$ cat src/fpi_pkg.sv
`default_nettype none

package fpi_pkg;

    // ------------------------------------------------------------
    // operand and result sizing
    // ------------------------------------------------------------
    localparam int DATA_W_DEF = 32;
    localparam int BUS_W_DEF = 32;
    localparam int LATENCY_DEF = 1;

    // ------------------------------------------------------------
    // operation codes, alphabetical from zero
    // ------------------------------------------------------------
    localparam int OPC_W = 2;
    localparam logic [OPC_W-1:0] OPC_ADD = 2'h0;
    localparam logic [OPC_W-1:0] OPC_EQ = 2'h1;
    localparam logic [OPC_W-1:0] OPC_GT = 2'h2;
    localparam logic [OPC_W-1:0] OPC_SUB = 2'h3;

    // ------------------------------------------------------------
    // reset values
    // ------------------------------------------------------------
    localparam logic RST_FLAG = 1'h0;

    // one pipeline slot: valid flag and the computed result
    typedef struct packed {
        logic vld;
        logic [BUS_W_DEF-1:0] data;
    } fpi_slot_s;

endpackage

`default_nettype wire

$ cat src/fpi_function_unit.sv
`timescale 1ns/1ps
`default_nettype none

// Overview of operation
// - each input operand port has its own load strobe named after it.
// - a high load strobe marks its operand valid and the unit captures it into a register.
// - a high trigger load starts the selected operation on the trigger and stored operands.
// - because the unit has several operations it has an operation-code input.
// - the operation code is sampled together with the trigger load strobe.
// - operation codes are numbered alphabetically from zero.
// - reset is active low and clears operand, pipeline and result state.
// - global lock freezes all ongoing work until it is released.
// - the unit raises a lock request when its result is later than the static latency.
// - the lock request rises after the static count without data and holds until it arrives.
// - operand width follows DATA_W and result width follows BUS_W, both 32 by default.
// - the trigger port width is a separate address-width parameter for load-store use.
// - the unit has an extra port that leads outside the core.
module fpi_function_unit #(
    parameter int DATA_W = fpi_pkg::DATA_W_DEF,
    parameter int BUS_W = fpi_pkg::BUS_W_DEF,
    parameter int ADDR_W = fpi_pkg::DATA_W_DEF,
    parameter int LATENCY = fpi_pkg::LATENCY_DEF
) (
    input wire logic clk,
    input wire logic rst_n,
    input wire logic [ADDR_W-1:0] t1data,
    input wire logic [fpi_pkg::OPC_W-1:0] t1opcode,
    input wire logic t1load,
    input wire logic [DATA_W-1:0] o1data,
    input wire logic o1load,
    output logic [BUS_W-1:0] r1data,
    input wire logic glock,
    output logic glock_req,
    input wire logic ext_ready
);

    // ------------------------------------------------------------
    // operation evaluation
    // ------------------------------------------------------------

    // computes one operation on operand 1 (a) and the trigger (b); compares give bit 0
    function automatic logic [BUS_W-1:0] fpi_eval(
        input logic [fpi_pkg::OPC_W-1:0] opc,
        input logic [DATA_W-1:0] a,
        input logic [DATA_W-1:0] b
    );
        logic [DATA_W-1:0] r;
        r = '0;
        unique case (opc)
            fpi_pkg::OPC_ADD: r = a + b;
            fpi_pkg::OPC_EQ: r = {{(DATA_W-1){1'b0}}, a == b};
            fpi_pkg::OPC_GT: r = {{(DATA_W-1){1'b0}}, a > b};
            fpi_pkg::OPC_SUB: r = a - b;
        endcase
        return BUS_W'(r);
    endfunction

    // ------------------------------------------------------------
    // operand capture and control terms
    // ------------------------------------------------------------
    logic [DATA_W-1:0] o1_reg;
    logic [DATA_W-1:0] o1_eff;
    logic [DATA_W-1:0] trig_val;
    logic [BUS_W-1:0] trig_res;
    logic [BUS_W-1:0] last_data;
    logic [LATENCY-1:0] vld;
    logic [BUS_W-1:0] pdata [LATENCY];
    logic arrived;
    logic ext_ok;
    logic stall_now;
    logic advance;
    logic retire;

    // operand 1 written in the same cycle as the trigger is used at once
    assign o1_eff = o1load ? o1data : o1_reg;
    assign trig_val = DATA_W'(t1data);
    assign trig_res = fpi_eval(t1opcode, o1_eff, trig_val);
    assign last_data = pdata[LATENCY-1];
    assign ext_ok = ext_ready | arrived;
    assign stall_now = vld[LATENCY-1] & ~ext_ok;
    assign advance = ~glock & ~stall_now;
    assign retire = advance & vld[LATENCY-1];

    // operand register, loaded by its own strobe
    always_ff @(posedge clk or negedge rst_n) begin
        if (!rst_n) begin
            o1_reg <= '0;
        end else if (o1load && !glock) begin
            o1_reg <= o1data;
        end
    end

    // ------------------------------------------------------------
    // pipeline of fixed latency
    // ------------------------------------------------------------

    // stage 0 takes a triggered result; later stages shift on advance
    always_ff @(posedge clk or negedge rst_n) begin
        if (!rst_n) begin
            vld[0] <= fpi_pkg::RST_FLAG;
            pdata[0] <= '0;
        end else if (advance) begin
            vld[0] <= t1load;
            if (t1load) begin
                pdata[0] <= trig_res;
            end
        end
    end

    genvar gi;
    generate
        for (gi = 1; gi < LATENCY; gi++) begin : g_stage
            // one further delay stage
            always_ff @(posedge clk or negedge rst_n) begin
                if (!rst_n) begin
                    vld[gi] <= fpi_pkg::RST_FLAG;
                    pdata[gi] <= '0;
                end else if (advance) begin
                    vld[gi] <= vld[gi-1];
                    pdata[gi] <= pdata[gi-1];
                end
            end

        end
    endgenerate

    // ------------------------------------------------------------
    // result and late-data handling
    // ------------------------------------------------------------

    // result holds until a new one retires
    always_ff @(posedge clk or negedge rst_n) begin
        if (!rst_n) begin
            r1data <= '0;
        end else if (retire) begin
            r1data <= last_data;
        end
    end

    // remembers that the outside release came while the core was locked
    always_ff @(posedge clk or negedge rst_n) begin
        if (!rst_n) begin
            arrived <= fpi_pkg::RST_FLAG;
        end else if (retire) begin
            arrived <= 1'b0; // data seen at a retiring edge belongs to the leaving result
        end else if (vld[LATENCY-1] && ext_ready) begin
            arrived <= 1'b1;
        end
    end

    // lock request held while the retiring result is still missing
    always_ff @(posedge clk or negedge rst_n) begin
        if (!rst_n) begin
            glock_req <= fpi_pkg::RST_FLAG;
        end else begin
            glock_req <= stall_now;
        end
    end

    // ------------------------------------------------------------
    // helper count of edges the retiring result has waited
    // ------------------------------------------------------------

    logic [7:0] wait_len;

    // counts edges with a result parked in the last stage, saturating
    always_ff @(posedge clk or negedge rst_n) begin
        if (!rst_n) begin
            wait_len <= 8'h0;
        end else if (!vld[LATENCY-1] || retire) begin
            wait_len <= 8'h0;
        end else if (wait_len != 8'hff) begin
            wait_len <= wait_len + 8'h1;
        end
    end
endmodule

`default_nettype wire

$ cat config.mk
export PLATFORM = sky130hd
export DESIGN_NAME = fpi_function_unit
export DESIGN_NICKNAME = d
export VERILOG_FILES = /design/src/fpi_pkg.sv /design/src/fpi_function_unit.sv
export SDC_FILE = /design/constraint.sdc
export NUM_CORES = 1
export LEC_CHECK = 0
export ABC_AREA = 1
export BUFFER_PORTS_ARGS = -buffer_cell sky130_fd_sc_hd__buf_4
export CORE_MARGIN = 1.5
export CORE_UTILIZATION = 45
export CTS_CLUSTER_SIZE = 12
export DETAILED_ROUTE_END_ITERATION = 10
export GPL_TIMING_DRIVEN = 0
export PLACE_DENSITY = 0.66
export SYNTH_ARGS = -nofsm -noshare
export SYNTH_HDL_FRONTEND = slang
export SYNTH_SLANG_ARGS = --single-unit
$ cat constraint.sdc
create_clock -name clk -period 2.2 [get_ports clk]
set_input_delay 0.33 -clock clk [delete_from_list [all_inputs] [get_ports clk]]
set_output_delay 0.33 -clock clk [all_outputs]
set_load 0.05 [all_outputs]
==> flow_summary.ini <==
[pwr]
max-vdd-ir-drop_uv = 385
power_density_nw_per_um2 = 715
power_frac_seq_pct = 27.2
finalPower_uw = 9030
p_int_uw = 4760
cellLeakagePower_uw = 0.00686
power_frac_comb_pct = 54.6
p_sw_share_pct = 47.3
p_clk_share_pct = 18.2
p_sw_uw = 4270

[logic_synthesis]
syn_inst = 1563
synthXorXnorAreaFrac_pct = 0.542
synth-simple-area-share_pct = 35.4
synthMuxAreaShare_pct = 1.98
synth_enable_flop_cells = 0
synth_top_family_by_area = simple AND/OR/NAND/NOR gates
yosysSeqAreaShare_pct = 25.6
synthDistinctLibCells = 36
synth_compound_area_share_pct = 12.2
synth_fa_ha_area_share_pct = 8.68
synthFlopType = dfrtp_1
ys_warn_count = 0
syn_avg_cell_area_um2 = 6.20
async_flop_share_pct = 100
synth.cell_area_um2 = 9690
ys_ff_latch = 99
synth_nets = 1701

[global_routing]
grt_max_degree = 100
grt_pass1_vias = 9193
grt_usage_pct = 26.8
antenna_found_initial = 0
globalRouteOverflowTotal = 0
grt_pass1_wl_um = 46200

[sta]
setup_violations = 14
maxSlewHeadroom_pct = 40.5
finalCritPeriodShare_pct = 103
fin_tns_setup_ps = -558
grt_setup_unrepaired = yes
tightest_slew_ps = 892
drv_slew = 0
hold_violations = 0
setup_ws_ps = -70.5
max_freq_mhz = 440
period_needed_ps = 2270
skew_ps = 17.9

[drt]
met3_length_um = 1940
via_per_inst = 5.04
met2_length_um = 13600
wl_met1_um = 14000
drtIter0Drc = 624
ant_nets = 0
wl_per_cell_um = 15.1
firstDrtPassIters = 7
drt-total-wl_um = 30200
vias = 10100
drc = 0
highest_layer = met4

[clock_tree]
cts_made_buffers = 9
htreeDepth = 3
clock_sinks = 99
cts.clk_slew.worst_paths_ps = 90
clock-root-buffer = clkbuf_16
cts_tree = built
ctsHoldBuffers = 0
clockBufferDepth = 2
clk_latency_ps = 380

[critical_path]
arrival_ps = 2520
crit_type = reg -> reg
reg2reg_slack_ps = -70
crit_fanout = 8
worst_ep_required_time_ps = 2450
cp-end-kind = flip-flop
start_kind = flip-flop

[cells_and_area]
fill_cells = 2114
final_nets = 1856
insertedDiodeCount = 0
layout-drive-gt1-share_pct = 33.0
syn_to_final_growth_pct = 30.3

[floorplanning]
io_pins = 105
die_x_um = 150
die_h_um = 150
start_util_pct = 46.0
die-area_um2 = 22400
rows = 53
design.core.area_um2 = 21100

[min_path]
hold_class = in -> async

[placement]
numPortBuffers = 104
place.gp.congestion = 0.977
dpl.hpwl_um = 23600

[outcome]
status = finished, violations left
violations = setup timing

[run]
maxCapViolations = 0
## final cells by class
cell class / instances / area [µm²] / area share, %
tap: 275 / 344 / 2.73
buffer: 52 / 457 / 3.62
multi-input combinational: 1103 / 6780 / 53.7
clock buffer: 9 / 225 / 1.78
timing repair buffer: 145 / 1090 / 8.62
inverter: 308 / 1180 / 9.36
clock inverter: 7 / 70.1 / 0.555
sequential: 99 / 2480 / 19.6
## kinds of logic after synthesis
logic type | count (synthesis)
buffers and inverters | 361
DFF | 99
muxes | 17
xor gates and xnor gates | 6
adders and majority gates | 66
and+or+nand+nor | 791
AOI/OAI and AO/OA | 223
## final timing paths
kind	endpoint	start	cells past startpoint
max	last_data[31]	o1_reg[10]	17
min	r1data[26]	rst_n	1
max reg2reg	last_data[31]	o1_reg[10]	17
min reg2reg	glock_req	arrived	1
max in group asynchronous	last_data[6]	rst_n	1
min in group clk	glock_req	ext_ready	2
## synth_stat cells, types with 2 or more instances
cell type,number,share of area [%]
fa_1,2,0.41
a21oi_2,8,0.72
o21ai_0,100,5.2
nand3_2,4,0.41
mux2_2,17,2.0
o21ai_1,4,0.21
nor2_2,22,1.4
ha_1,64,8.3
a21oi_1,95,4.9
nand3b_1,4,0.31
nor2_4,8,0.93
nand2_4,4,0.46
inv_1,291,11
clkbuf_1,16,0.62
nand2_1,516,20
nand3_1,80,4.1
buf_4,14,1.1
o21bai_1,11,0.85
nor2_1,101,3.9
buf_2,10,0.52
nand4_1,9,0.58
o22ai_1,2,0.13
dfrtp_1,99,26
a21o_1,2,0.15
inv_2,17,0.66
nor3_1,6,0.31
nor3_2,9,0.93
buf_6,13,1.5
xor2_1,5,0.45
nand2_2,24,1.5
## per-layer routing
metal	up-vias	track usage [%]
met1	4592	37.9
met2	336	43.2
met4	0	7.45
met3	40	2.77
li1	5094	-
met5	-	0
## timing repair
action | in CTS | in global routing
endpoints found under the setup margin | 29 | 28
setup buffers | 16 | 22
pin swaps | 18 | 62
gates resized for setup | 100 | 247
gates cloned | 2 | 2
## through the flow
step	instance area (µm²)	cells	hold slack (ps)	worst slack (ps)	utilization [%]
global placement	10900	1942	434	-742	51.5
CTS	11600	1975	148	-52.7	55.1
global route	12600	1998	154	-249	59.9
detailed placement	10900	1942	446	-771	51.5
finish	12600	1998	71.4	-70.5	59.9
floorplan	9740	1563	34.4	0.422	-
## critical path, cell delays in order (launching register included)
cell	delay, ps
dfrtp_1	400
nor2_1	140
a21oi_2	60
ha_1	300
buf_6	170
nand2_2	90
inv_1	80
nand2_1	70
nor3_1	130
nand2_1	90
nand2_2	120
nand2_1	90
nand2_1	70
nand2_1	50
nand3_1	80
nand2_1	100
nand2_1	70
nand2_1	50
## cells in the final DEF, fill, tap and decap left out, types with 6 or more instances in the layout
cell type / Yosys / routed
buf_6: 13 / 21
mux2_2: 17 / 17
clkbuf_16: 0 / 9
o21ai_1: 4 / 15
nand3_2: 4 / 15
nor2_2: 22 / 39
o21ai_0: 100 / 85
a21oi_2: 8 / 53
inv_4: 0 / 6
nand2_1: 516 / 423
dfrtp_1: 99 / 99
nand2_4: 4 / 23
nor2_1: 101 / 59
nand4_1: 9 / 9
ha_4: 0 / 8
inv_2: 17 / 33
nand2_2: 24 / 98
nor3_2: 9 / 7
ha_1: 64 / 52
buf_2: 10 / 10
inv_1: 291 / 266
nand3_1: 80 / 65
nor2_4: 8 / 33
a21oi_1: 95 / 47
clkbuf_1: 16 / 9
buf_4: 14 / 148
o21bai_1: 11 / 7
## power groups by stage
stage,clock [µW],sequential (µW),combinational (µW)
global route,1750,2510,5340
finish,1640,2450,4930
global placement,0,2470,4130
CTS,1670,2450,4400
floorplan,0,3220,2210
detailed placement,0,2480,4180
Note: power is estimated with default switching activity, not from simulation.
